`config.mk`:
```
export PLATFORM = sky130hd
export DESIGN_NAME = eiw_top
export DESIGN_NICKNAME = d
export VERILOG_FILES = /design/src/rtl/eiw_pkg.sv /design/src/rtl/eiw_edge_line.sv /design/src/rtl/eiw_top.sv
export VERILOG_INCLUDE_DIRS = /design/src /design/src/rtl
export SDC_FILE = /design/constraint.sdc
export NUM_CORES = 1
export LEC_CHECK = 0
export ABC_AREA = 1
export ABC_CLOCK_PERIOD_IN_PS = 1000
export BUFFER_PORTS_ARGS = -buffer_cell sky130_fd_sc_hd__buf_2
export CORE_MARGIN = 2
export CORE_UTILIZATION = 40
export CTS_CLUSTER_SIZE = 40
export DETAILED_ROUTE_END_ITERATION = 10
export PLACE_DENSITY_LB_ADDON = 0.3
export SLEW_MARGIN = 20
export SYNTH_ARGS = -nofsm -noshare
export SYNTH_HDL_FRONTEND = slang
export SYNTH_SLANG_ARGS = --single-unit
```
`constraint.sdc`:
```
create_clock -name mclk -period 1 [get_ports mclk]
set_input_delay 0.2 -clock mclk [delete_from_list [all_inputs] [get_ports mclk]]
set_output_delay 0.2 -clock mclk [all_outputs]
set_load 0.005 [all_outputs]
```
`src/rtl/eiw_defs.svh`:
```
// constants for the external interrupt edge and wake block
`ifndef EIW_DEFS_SVH
`define EIW_DEFS_SVH
`define EIW_NUM_LINES     5
`define EIW_LINE_ZERO     0
`define EIW_LINE_ONE      1
`define EIW_LINE_TWO      2
`define EIW_LINE_THREE    3
`define EIW_LINE_FOUR     4
`define EIW_TIMER_CONTROL_REG_IT0_BIT  0
`define EIW_TIMER_CONTROL_REG_IT1_BIT  2
`define EIW_CLKO_T2_BIT   2
`define EIW_SYNC_RESET    1'b1
`endif

```
`src/rtl/eiw_pkg.sv`:
```
// types for the external interrupt edge and wake block
package eiw_pkg;
    typedef enum logic [1:0] {
        EIW_EDGE_FALL = 2'b00,
        EIW_EDGE_BOTH = 2'b01
    } eiw_edge_t;
endpackage

```
`src/rtl/eiw_edge_line.sv`:
```
// one interrupt line: synchroniser, edge detect and pending flag
`timescale 1ns/1ns
`include "eiw_defs.svh"
module eiw_edge_line
    import eiw_pkg::*;
(
    input  wire logic      mclk,
    input  wire logic      resetn,
    input  wire logic      pin_in,
    input  wire eiw_edge_t edge_mode,
    input  wire logic      clear,
    output logic           pending,
    output logic           edge_seen
);
    logic meta_reg;
    logic sync_reg;
    logic last_reg;
    logic pend_reg;
    logic seen_reg;
    logic fall_w;
    logic rise_w;
    logic hit_w;

    // two flops before any logic looks at the pad
    always_ff @(posedge mclk or negedge resetn)
    begin
        if (!resetn)
        begin
            meta_reg <= `EIW_SYNC_RESET;
            sync_reg <= `EIW_SYNC_RESET;
            last_reg <= `EIW_SYNC_RESET;
        end
        else
        begin
            meta_reg <= pin_in;
            sync_reg <= meta_reg;
            last_reg <= sync_reg;
        end
    end

    // qualify the edge by mode
    assign fall_w = last_reg & ~sync_reg;
    assign rise_w = ~last_reg & sync_reg;
    assign hit_w  = fall_w | (rise_w & (edge_mode == EIW_EDGE_BOTH));

    // set beats clear so an edge in the clearing cycle is kept
    always_ff @(posedge mclk or negedge resetn)
    begin
        if (!resetn)
        begin
            pend_reg <= 1'b0;
            seen_reg <= 1'b0;
        end
        else
        begin
            pend_reg <= hit_w | (pend_reg & ~clear);
            seen_reg <= hit_w;
        end
    end

    assign pending   = pend_reg;
    assign edge_seen = seen_reg;
endmodule // eiw_edge_line

```
`src/rtl/eiw_top.sv`:
```
// external interrupt edge detection, power-down wake and t2 clock pin mux
// Summary of operation
// line zero, select bit 0: request on both rising and falling edges.
// line one, select bit 1: request on falling edges only.
// line one, select bit 0: request on both edges.
// valid edge on line one wakes the device from power-down.
// line two requests on falling edges only and wakes from power-down.
// line three requests on falling edges only and wakes from power-down.
// valid edge on line four wakes the device from power-down.
// clock-output bit 2 set: shared pin drives timer 2 clock output.
// edges set sticky pending; cleared by ack or software; inputs synchronised.
// line zero, select bit 1: request on falling edges only.
`timescale 1ns/1ns
`include "eiw_defs.svh"
module eiw_top
    import eiw_pkg::*;
(
    input  wire logic       mclk,
    input  wire logic       resetn,
    input  wire logic [4:0] ext_irq_pins,
    input  wire logic [7:0] timer_control_reg,
    input  wire logic [7:0] clock_output_control,
    input  wire logic [4:0] irq_ack,
    input  wire logic [4:0] irq_sw_clear,
    input  wire logic       power_down,
    input  wire logic       timer2_clock_out,
    input  wire logic       shared_pin_alt_out,
    input  wire logic       shared_pin_alt_oe,
    output logic [4:0]      irq_pending,
    output logic            wake_up,
    output logic            shared_pin_out,
    output logic            shared_pin_oe
);
    logic [4:0] pend_w;
    logic [4:0] seen_w;
    logic [4:0] clr_w;
    eiw_edge_t  mode_w [0:4];
    logic       wake_reg;
    logic       pout_reg;
    logic       poe_reg;
    logic       t2_sel_w;
    logic       wake_src_w;

    // edge mode per line; lines two and three are fixed to falling
    assign mode_w[`EIW_LINE_ZERO] =
        timer_control_reg[`EIW_TIMER_CONTROL_REG_IT0_BIT] ? EIW_EDGE_FALL
                                              : EIW_EDGE_BOTH;
    assign mode_w[`EIW_LINE_ONE] =
        timer_control_reg[`EIW_TIMER_CONTROL_REG_IT1_BIT] ? EIW_EDGE_FALL
                                              : EIW_EDGE_BOTH;
    assign mode_w[`EIW_LINE_TWO]   = EIW_EDGE_FALL;
    assign mode_w[`EIW_LINE_THREE] = EIW_EDGE_FALL;
    // line four has no select bit; falling only like the other fixed lines
    assign mode_w[`EIW_LINE_FOUR]  = EIW_EDGE_FALL;

    assign clr_w = irq_ack | irq_sw_clear;

    genvar gi;
    generate
        for (gi = 0; gi < `EIW_NUM_LINES; gi = gi + 1)
        begin : g_line
            eiw_edge_line u_line (
                .mclk      (mclk),
                .resetn    (resetn),
                .pin_in    (ext_irq_pins[gi]),
                .edge_mode (mode_w[gi]),
                .clear     (clr_w[gi]),
                .pending   (pend_w[gi]),
                .edge_seen (seen_w[gi])
            );
        end
    endgenerate

    // line zero cannot wake; the others can while powered down
    assign wake_src_w = seen_w[`EIW_LINE_ONE]
                      | seen_w[`EIW_LINE_TWO]
                      | seen_w[`EIW_LINE_THREE]
                      | seen_w[`EIW_LINE_FOUR];
    assign t2_sel_w = clock_output_control[`EIW_CLKO_T2_BIT];

    // registered outputs; wake is a one-cycle pulse
    always_ff @(posedge mclk or negedge resetn)
    begin
        if (!resetn)
        begin
            wake_reg <= 1'b0;
            pout_reg <= 1'b0;
            poe_reg  <= 1'b0;
        end
        else
        begin
            wake_reg <= power_down & wake_src_w;
            pout_reg <= t2_sel_w ? timer2_clock_out : shared_pin_alt_out;
            poe_reg  <= t2_sel_w | shared_pin_alt_oe;
        end
    end

    assign irq_pending    = pend_w;
    assign wake_up        = wake_reg;
    assign shared_pin_out = pout_reg;
    assign shared_pin_oe  = poe_reg;
endmodule // eiw_top

```
==> flow_summary.json, run 1 <==
{
  "status": "complete, but fails checks",
  "violations": "setup timing",
  "clk_pin_slew_ps": 130,
  "finalNonFillerCells": 134,
  "io_pins": 45,
  "grt_usage_pct": 11.37,
  "cp_top_family": "flip-flops",
  "required_ps": 800,
  "diodes": 0,
  "cp-end-kind": "output port",
  "die_x_um": 51.23,
  "htreeDepth": 1,
  "setup_slack_ps": -27.42,
  "areaGrowthSynthToFinish_pct": 29.03,
  "slew-limit-headroom_pct": 90.64,
  "vias_per_cell": 4.179,
  "remaining_drc_errors": 0,
  "io_buffers": 31,
  "worst-path-stages": 1,
  "gp_congestion": 0.6365,
  "ys_ff_latch": 27,
  "met1_usage_pct": 12.97,
  "cts.sinks": 27,
  "dp_hpwl_um": 883.4,
  "cts_resized": 0,
  "max_freq_ghz": 0.9733,
  "initial_core_util_pct": 41.12,
  "antenna_left": 0,
  "p_leak_nw": 0.5798,
  "yosysTopAreaCell": "dfstp_2",
  "insertion_delay_ps": 310,
  "yosys_most_used_dff": "dfstp_2",
  "slew_viol_final": 0,
  "power_density_nw_per_um2": 1566,
  "synth.net_count": 106,
  "place_area_sq_um": 1065,
  "grtUsageMet3_pct": 3.801,
  "ys_top_cells_by_area": "dfstp_2, dfrtp_1, buf_4",
  "grt_pass1_vias": 552,
  "grt_max_degree": 28,
  "yosys.cell_types.count": 12,
  "min_path_cells": 2,
  "drive_gt1_share_pct": 47.17,
  "cts_root_buffer": "clkbuf_4",
  "netlist_instances": 69,
  "worst_pin_slew_ps": 140.4,
  "grt_busiest_layer": "met2",
  "syn_avg_cell_area_sq_um": 12.93,
  "use_met2_pct": 17.97,
  "wl_per_cell_um": 9.313,
  "die_y_um": 51.23,
  "drv_cap": 0,
  "n_fill_cell": 197,
  "placementRows": 17,
  "final_net_count": 144,
  "ys_seq_area_share_pct": 77.84,
  "design_area_sq_um": 1151,
  "first_iter_violations": 0,
  "skew_ps": 2.889,
  "vias": 560,
  "critPathMaxStageDelay_ps": 400,
  "grt_overflow": 0,
  "synthArstFlopShare_pct": 100.0,
  "critical_path_buf_inv_count": 1,
  "cts_tree": "built",
  "critical_path.max_fanout": 2,
  "worstRegToRegCells": 3,
  "fin_util_pct": 53.06,
  "wirelength_um": 1248,
  "start_kind": "flip-flop",
  "die_area_sq_um": 2624,
  "dp_cells": 124,
  "crit_chain": "buf_2",
  "antenna_found_initial": 0,
  "yosysMostFrequentCell": "dfstp_2",
  "cts_buffers": 3,
  "rsz0062_at_grt": "true",
  "setup_viol": 8,
  "netlist_area_sq_um": 892.1,
  "grt_pass1_wl_um": 2111,
  "core_sq_um": 2170,
  "synth_edf_count": 0,
  "hold_violations": 0,
  "ir_drop_mv": 0.9089,
  "yosys_warnings": 0,
  "worstSetupPathType": "flip-flop to output port",
  "worst_path_max_delay_cell": "dfrtp_1",
  "synthTopCellsByCount": "dfstp_2, dfrtp_1, nor2_1, nand2_1, inv_1",
  "hold_class": "input pin to flip-flop",
  "min_period_over_period_pct": 102.7,
  "clk_path_buf_depth": 2,
  "period_minus_slack_ps": 1027,
  "cp.arrival_ps": 830,
  "drt-pass1-iter-count": 1,
  "synth_top_area_share_pct": 44.18
}
==> worst paths after layout <==
kind	start	endpoint	slack [ps]
max	g_line[1].u_line.pending	irq_pending[1]	-30
min	shared_pin_alt_oe	shared_pin_oe	70
max reg2reg	g_line[1].u_line.sync_reg	g_line[1].u_line.pending	160
min reg2reg	g_line[3].u_line.meta_reg	g_line[3].u_line.sync_reg	360
max in group asynchronous	resetn	g_line[3].u_line.last_reg	430
min in group asynchronous	resetn	g_line[2].u_line.edge_seen	340
==> cell families after synthesis <==
family / share of synthesized area, %
compound gates: 3.085
simple gates: 11.50
buf+inv: 7.574
flops: 77.84
==> cell usage in the layout, fill, tap and decap left out, drive strengths merged, types with 2 or more instances in the layout <==
cell          n
buf          32
dfstp        15
dfrtp        12
nor2         10
nand2         9
inv           8
dlygate4sd3   6
o21ai         4
clkbuf        4
nand3b        2
nand3         2
==> area by class of cell <==
| class | count | area [sq um] | share of cell area [%] |
|---|---|---|---|
| repair buffers | 38 | 235.2 | 20.43 |
| flip-flops and latches | 27 | 694.4 | 60.33 |
| multi-input cells | 29 | 130.1 | 11.30 |
| clock buffers | 4 | 26.28 | 2.283 |
| well taps | 28 | 35.03 | 3.043 |
| inverters | 8 | 30.03 | 2.609 |
==> timing repair <==
| action | in CTS | in global routing |
|---|---|---|
| endpoints found under the hold margin | 23 | 0 |
| buffers inserted | 0 | 0 |
| endpoints found under the setup margin | 8 | 8 |
| hold buffers | 6 | 0 |
==> report_power, final <==
group / switching (mW) / leakage [nW] / internal (mW)
Clock: 0.282 / 0.0150 / 0.156
Combinational: 0.0681 / 0.259 / 0.0913
Sequential: 0.0248 / 0.306 / 1.18
==> per-stage QoR <==
step	setup TNS [ps]	hold WS [ps]	setup slack [ps]	total power, mW
global placement	0	150.3	190.5	1.363
finish	-167.8	70.07	-27.42	1.802
detailed placement	0	153.9	168.4	1.371
CTS	-339.5	55.30	-54.50	1.838
global route	-638.7	44.47	-89.69	1.920
floorplan	0	-95.59	201.5	1.285
==> layer usage <==
metal / vias up / wire, um / part of all wire (%)
met5: - / 0 / 0
met4: 0 / 16 / 1.3
met3: 2 / 93 / 7.5
met2: 20 / 613 / 49
met1: 258 / 525 / 42
li1: 280 / - / -
Note: power is estimated with default switching activity, not from simulation.
==> run 2: changes to the inputs <==
--- a/config.mk
+++ b/config.mk
@@ -6,7 +6,6 @@
 export SDC_FILE = /design/constraint.sdc
 export NUM_CORES = 1
 export LEC_CHECK = 0
-export ABC_AREA = 1
 export ABC_CLOCK_PERIOD_IN_PS = 1000
 export BUFFER_PORTS_ARGS = -buffer_cell sky130_fd_sc_hd__buf_2
 export CORE_MARGIN = 2
==> run 2 against run 1 <==
Net effect:
- the run still ends with setup timing left
- global-route usage is 1.0 points lower
- first-iteration DRC count rose by 1
- critical path type unchanged
- core utilization is 3.4 points higher
- clock skew increased by 0.99 ps
- total power decreased by 0.34%
- clock-buffer cell count unchanged
==> flow_summary.json, run 2 <==
{
  "p_sw_share_pct": 19.91,
  "wl_per_cell_um": 9.305,
  "placementRows": 16,
  "min_path_cells": 2,
  "slew-limit-headroom_pct": 88.46,
  "rsz0062_at_grt": "true",
  "layout_commonest_cell": "buf_2",
  "worst_path_max_delay_cell": "dfrtp_1",
  "insertion_delay_ps": 310,
  "whs_ps": 72.45,
  "grt_overflow": 0,
  "switching_power_mw": 0.3576,
  "yosys_warnings": 0,
  "crit_chain": "buf_2",
  "synth.net_count": 90,
  "critPathMaxStageDelay_ps": 400,
  "dp_hpwl_um": 784,
  "yosys.cell_types.count": 16,
  "p_leak_nw": 0.5548,
  "grt_pass1_vias": 455,
  "required_ps": 800,
  "io_buffers": 31,
  "diodes": 0,
  "ys_top_cells_by_area": "dfstp_2, dfrtp_1, buf_4",
  "initial_core_util_pct": 43.38,
  "cts_root_buffer": "clkbuf_4",
  "finalNonFillerCells": 118,
  "clkPwrFrac_pct": 23.7,
  "htreeDepth": 1,
  "yosys_most_used_dff": "dfstp_2",
  "syn_avg_cell_area_sq_um": 16.55,
  "min_period_over_period_pct": 102.8,
  "clk_path_buf_depth": 2,
  "synth_edf_count": 0,
  "gp_congestion": 0.5881,
  "cp.arrival_ps": 830,
  "core_sq_um": 2022,
  "cp-startpoint": "g_line[1].u_line.pending",
  "drv_cap": 0,
  "slew_viol_final": 0,
  "r2r_start": "g_line[0].u_line.sync_reg",
  "cp_top_family": "flip-flops",
  "drive_gt1_share_pct": 60.44,
  "p_int_mw": 1.439,
  "rr_endpoint": "g_line[0].u_line.pending",
  "grt_max_degree": 28,
  "dp_cells": 107,
  "worst-path-stages": 1,
  "synth_top_area_share_pct": 44.94,
  "combPwrFrac_pct": 9.2,
  "cp-endpoint": "irq_pending[1]",
  "drt-pass1-iter-count": 3,
  "ys_ff_latch": 27,
  "die_area_sq_um": 2583,
  "worstRegToRegCells": 2,
  "status": "complete, but fails checks",
  "die_x_um": 50.83,
  "cts.sinks": 27,
  "grt_usage_pct": 10.34,
  "final_cell_mix": "buf_2, dfstp_2, dfrtp_1",
  "ir_drop_mv": 1.325,
  "remaining_drc_errors": 0,
  "critical_path_buf_inv_count": 1,
  "cp-end-kind": "output port",
  "final_net_count": 129,
  "yosysTopAreaCell": "dfstp_2",
  "clk_pin_slew_ps": 120,
  "skew_ps": 3.876,
  "ys_seq_area_share_pct": 79.17,
  "worst_pin_slew_ps": 172.8,
  "p_seq_share_pct": 67.0,
  "fin_util_pct": 56.50,
  "die_y_um": 50.83,
  "synthArstFlopShare_pct": 100.0,
  "power_mw": 1.796,
  "antenna_found_initial": 0,
  "setup_viol": 8,
  "cts_tree": "built",
  "reg2reg_slack_ps": 10,
  "period_minus_slack_ps": 1028,
  "vias_per_cell": 3.992,
  "critical_path.max_fanout": 2,
  "netlist_instances": 53,
  "violations": "setup timing",
  "grt_pass1_wl_um": 1883,
  "start_kind": "flip-flop",
  "power_density_nw_per_um2": 1572,
  "synthTopCellsByCount": "dfstp_2, dfrtp_1, buf_4, nor2_1",
  "wirelength_um": 1098,
  "antenna_left": 0,
  "netlist_area_sq_um": 877.1,
  "io_pins": 45,
  "setup_slack_ps": -28.30,
  "max_freq_ghz": 0.9725,
  "cts_buffers": 3,
  "hold_violations": 0,
  "areaGrowthSynthToFinish_pct": 30.24,
  "hold_class": "input pin to flip-flop",
  "hp-start": "shared_pin_alt_oe",
  "first_iter_violations": 1,
  "worstSetupPathType": "flip-flop to output port",
  "yosysMostFrequentCell": "dfstp_2",
  "pre_cts_ws_ps": 15.98,
  "vias": 471
}
run 2: cell count changes in the layout (fill, tap and decap cells not counted), moves of 2 or more:
cell	before	now
nand2_1	9	0
o21ai_1	3	0
nor2_1	10	4
nand3_1	2	0
nand3b_1	2	0
a21o_1	0	3
nand2b_1	0	2
inv_1	8	0
nor2b_1	0	3
run 2: timing repair:
item,in CTS,in global routing
endpoints found under the setup margin,8,9
endpoints found under the hold margin,18,0
setup buffers,1,0
pin swaps,0,0
hold buffers,6,0
gates resized for setup,0,1
run 2: cell families after synthesis:
logic type | count (synthesis) | synth area share (%)
compound gates | 7 | 6.989
buf+inv | 6 | 4.708
simple gates | 12 | 7.846
mux | 1 | 1.284
flops | 27 | 79.17
run 2: worst min path at each step:
stage                                    end
floorplan           g_line[0].u_line.pending
finish                         shared_pin_oe
CTS                            shared_pin_oe
global route                   shared_pin_oe
detailed placement  g_line[0].u_line.pending
global placement    g_line[0].u_line.pending
run 2: metal layers:
metal	wire, um	part of all wire, %	vias to the layer above	GRT usage, %
li1	-	-	247	-
met1	509	46	196	12.67
met2	453	41	26	14.91
met3	117	11	2	4.386
met4	17	1.5	0	6.757
met5	0	0	-	0
run 2: final cells by class:
type	count	area [sq um]
Clock buffer	4	26.28
Fill cell	167	879.6
Inverter	1	3.754
Multi-Input combinational cell	20	141.4
Sequential cell	27	694.4
Tap cell	27	33.78
Timing Repair Buffer	39	242.7
run 2: worst register-to-register path, cell delays in order (launching register included):
cell	delay, ps
dfstp_2	560
inv_2	30
a221o_1	300
run 2: power by group through the flow:
| stage | Clock, mW | Combinational [mW] | Sequential, mW |
|---|---|---|---|
| 4_1_cts | 0.458 | 0.170 | 1.20 |
| 3_3_place_gp | 0 | 0.141 | 1.22 |
| 3_5_place_dp | 0 | 0.147 | 1.22 |
| 6_report | 0.426 | 0.166 | 1.20 |
| 2_1_floorplan | 0 | 0.0650 | 1.22 |
| 5_1_grt | 0.503 | 0.185 | 1.21 |
run 2: per-stage QoR:
step	area, sq um	setup TNS [ps]
after floorplan	877.1	0
after global placement	1049	0
after detailed placement	1049	0
after CTS	1142	-331.8
after global routing	1142	-643.3
final	1142	-162.2
==> run 3: changes to the inputs <==
--- a/config.mk
+++ b/config.mk
@@ -6,13 +6,14 @@
 export SDC_FILE = /design/constraint.sdc
 export NUM_CORES = 1
 export LEC_CHECK = 0
-export ABC_CLOCK_PERIOD_IN_PS = 1000
+export ABC_CLOCK_PERIOD_IN_PS = 820
 export BUFFER_PORTS_ARGS = -buffer_cell sky130_fd_sc_hd__buf_2
 export CORE_MARGIN = 2
-export CORE_UTILIZATION = 40
+export CORE_UTILIZATION = 38
 export CTS_CLUSTER_SIZE = 40
 export DETAILED_ROUTE_END_ITERATION = 10
 export PLACE_DENSITY_LB_ADDON = 0.3
+export REMOVE_ABC_BUFFERS = 1
 export SLEW_MARGIN = 20
 export SYNTH_ARGS = -nofsm -noshare
 export SYNTH_HDL_FRONTEND = slang
==> constraint.sdc (replaced) <==
create_clock -name mclk -period 0.82 [get_ports mclk]
set_input_delay 0.164 -clock mclk [delete_from_list [all_inputs] [get_ports mclk]]
set_output_delay 0.164 -clock mclk [all_outputs]
set_load 0.02 [all_outputs]
==> run 3 against run 2 <==
Net effect:
- the run still ends with setup timing left
- largest power group unchanged
- combinational power rose by 72%
- setup slack worse by 180 ps
- die area is 4.9% higher
==> flow_summary.json, run 3 (synthesis gave the netlist of run 2 again) <==
{
  "die_x_um": 52.05,
  "antenna_left": 0,
  "cts_tree": "built",
  "pre_cts_ws_ps": -170.6,
  "core_sq_um": 2191,
  "placementRows": 17,
  "p_sw_share_pct": 21.91,
  "ir_drop_mv": 1.272,
  "initial_core_util_pct": 40.03,
  "switching_power_mw": 0.5033,
  "critPathMaxStageDelay_ps": 420,
  "io_buffers": 31,
  "place_area_sq_um": 1050,
  "wl_per_cell_um": 9.900,
  "rsz0062_at_grt": "true",
  "min_period_over_period_pct": 125.7,
  "worst_path_max_delay_cell": "dfrtp_1",
  "status": "complete, but fails checks",
  "cts_buffers": 3,
  "grt_pass1_wl_um": 1994,
  "p_leak_nw": 0.5871,
  "slew_viol_final": 0,
  "power_density_nw_per_um2": 1883,
  "required_ps": 660,
  "first_iter_violations": 5,
  "antenna_found_initial": 0,
  "crit_chain": "buf_6",
  "final_net_count": 130,
  "period_minus_slack_ps": 1031,
  "cts_root_buffer": "clkbuf_4",
  "vias_per_cell": 4.367,
  "layout_commonest_cell": "buf_2",
  "htreeDepth": 1,
  "whs_ps": 42.56,
  "setup_tns_ps": -1937,
  "clkPwrFrac_pct": 23.2,
  "worstSetupPathType": "flip-flop to output port",
  "grt_usage_pct": 10.49,
  "cp.arrival_ps": 870,
  "design_area_sq_um": 1220,
  "cts.sinks": 27,
  "grt_pass1_vias": 518,
  "combPwrFrac_pct": 12.4,
  "skew_ps": 7.820,
  "hold_violations": 0,
  "cp-end-kind": "output port",
  "io_pins": 45,
  "die_area_sq_um": 2709,
  "setup_slack_ps": -210.9,
  "max_freq_ghz": 0.9701,
  "violations": "setup timing",
  "slew-limit-headroom_pct": 89.30,
  "critical_path_buf_inv_count": 1,
  "gp_congestion": 0.6203,
  "remaining_drc_errors": 0,
  "p_seq_share_pct": 64.4,
  "vias": 524,
  "hold_class": "input pin to flip-flop",
  "clk_path_buf_depth": 2,
  "grt_max_degree": 28,
  "start_kind": "flip-flop",
  "drv_cap": 0,
  "power_mw": 2.298,
  "critical_path.max_fanout": 2,
  "p_int_mw": 1.794,
  "grt_overflow": 0,
  "cp_top_family": "flip-flops",
  "worst_pin_slew_ps": 160.1,
  "setup_viol": 15,
  "areaGrowthSynthToFinish_pct": 39.09,
  "wirelength_um": 1188,
  "drt-pass1-iter-count": 3,
  "insertion_delay_ps": 310,
  "drive_gt1_share_pct": 67.39,
  "final_cell_mix": "buf_2, dfstp_2, dfrtp_1",
  "die_y_um": 52.05,
  "diodes": 0,
  "clk_pin_slew_ps": 130
}
-- run 3: layout make-up --
type / count / area (sq um)
Fill cell: 192 / 970.9
Timing Repair Buffer: 40 / 300.3
Clock buffer: 3 / 22.52
Tap cell: 28 / 35.03
Inverter: 1 / 3.754
Clock inverter: 1 / 5.005
Multi-Input combinational cell: 20 / 158.9
Sequential cell: 27 / 694.4
-- run 3: final timing paths --
check / start / to / slack (ps) / cells past startpoint
max: g_line[0].u_line.pending / irq_pending[0] / -210 / 1
min: shared_pin_alt_oe / shared_pin_oe / 40 / 2
max reg2reg: g_line[0].u_line.sync_reg / g_line[0].u_line.pending / -170 / 2
min reg2reg: g_line[1].u_line.meta_reg / g_line[1].u_line.sync_reg / 360 / 0
max in group asynchronous: resetn / g_line[1].u_line.meta_reg / 280 / 3
min in group asynchronous: resetn / g_line[3].u_line.pending / 300 / 3
-- run 3: what timing repair did --
| action | in CTS | in global routing |
|---|---|---|
| hold buffers | 6 | 0 |
| setup endpoints to repair | 15 | 15 |
| hold endpoints to repair | 32 | 0 |
| gates cloned | 0 | 0 |
| resized for setup | 22 | 1 |
| setup buffers | 2 | 0 |
| pin swaps | 0 | 0 |
-- run 3: power by group through the flow --
stage                     Combinational (mW)  Sequential (mW)  Clock [mW]
after floorplan                       0.0483             1.53           0
after CTS                              0.288             1.48       0.582
final                                  0.285             1.48       0.532
after global placement                 0.209             1.49           0
after global routing                   0.311             1.49       0.640
after detailed placement               0.215             1.49           0
-- run 3: through the flow --
stage,instances,utilization (%)
global placement,108,47.92
floorplan,48,-
global route,120,55.68
detailed placement,108,47.92
finish,120,55.68
CTS,120,55.57
-- run 3: per-layer routing --
layer | part of all wire (%) | track usage (%) | vias to the layer above | routed length (um)
met5 | 0 | 0 | - | 0
met2 | 50 | 18.57 | 20 | 589
met1 | 41 | 10.42 | 254 | 493
met3 | 8.2 | 5.172 | 2 | 97
met4 | 0.67 | 3.947 | 0 | 8
li1 | - | - | 248 | -
-- run 3: worst reg2reg max path, stage by stage, from the launching register on --
cell	delay, ps
dfstp_2	570
inv_2	30
a221o_1	300
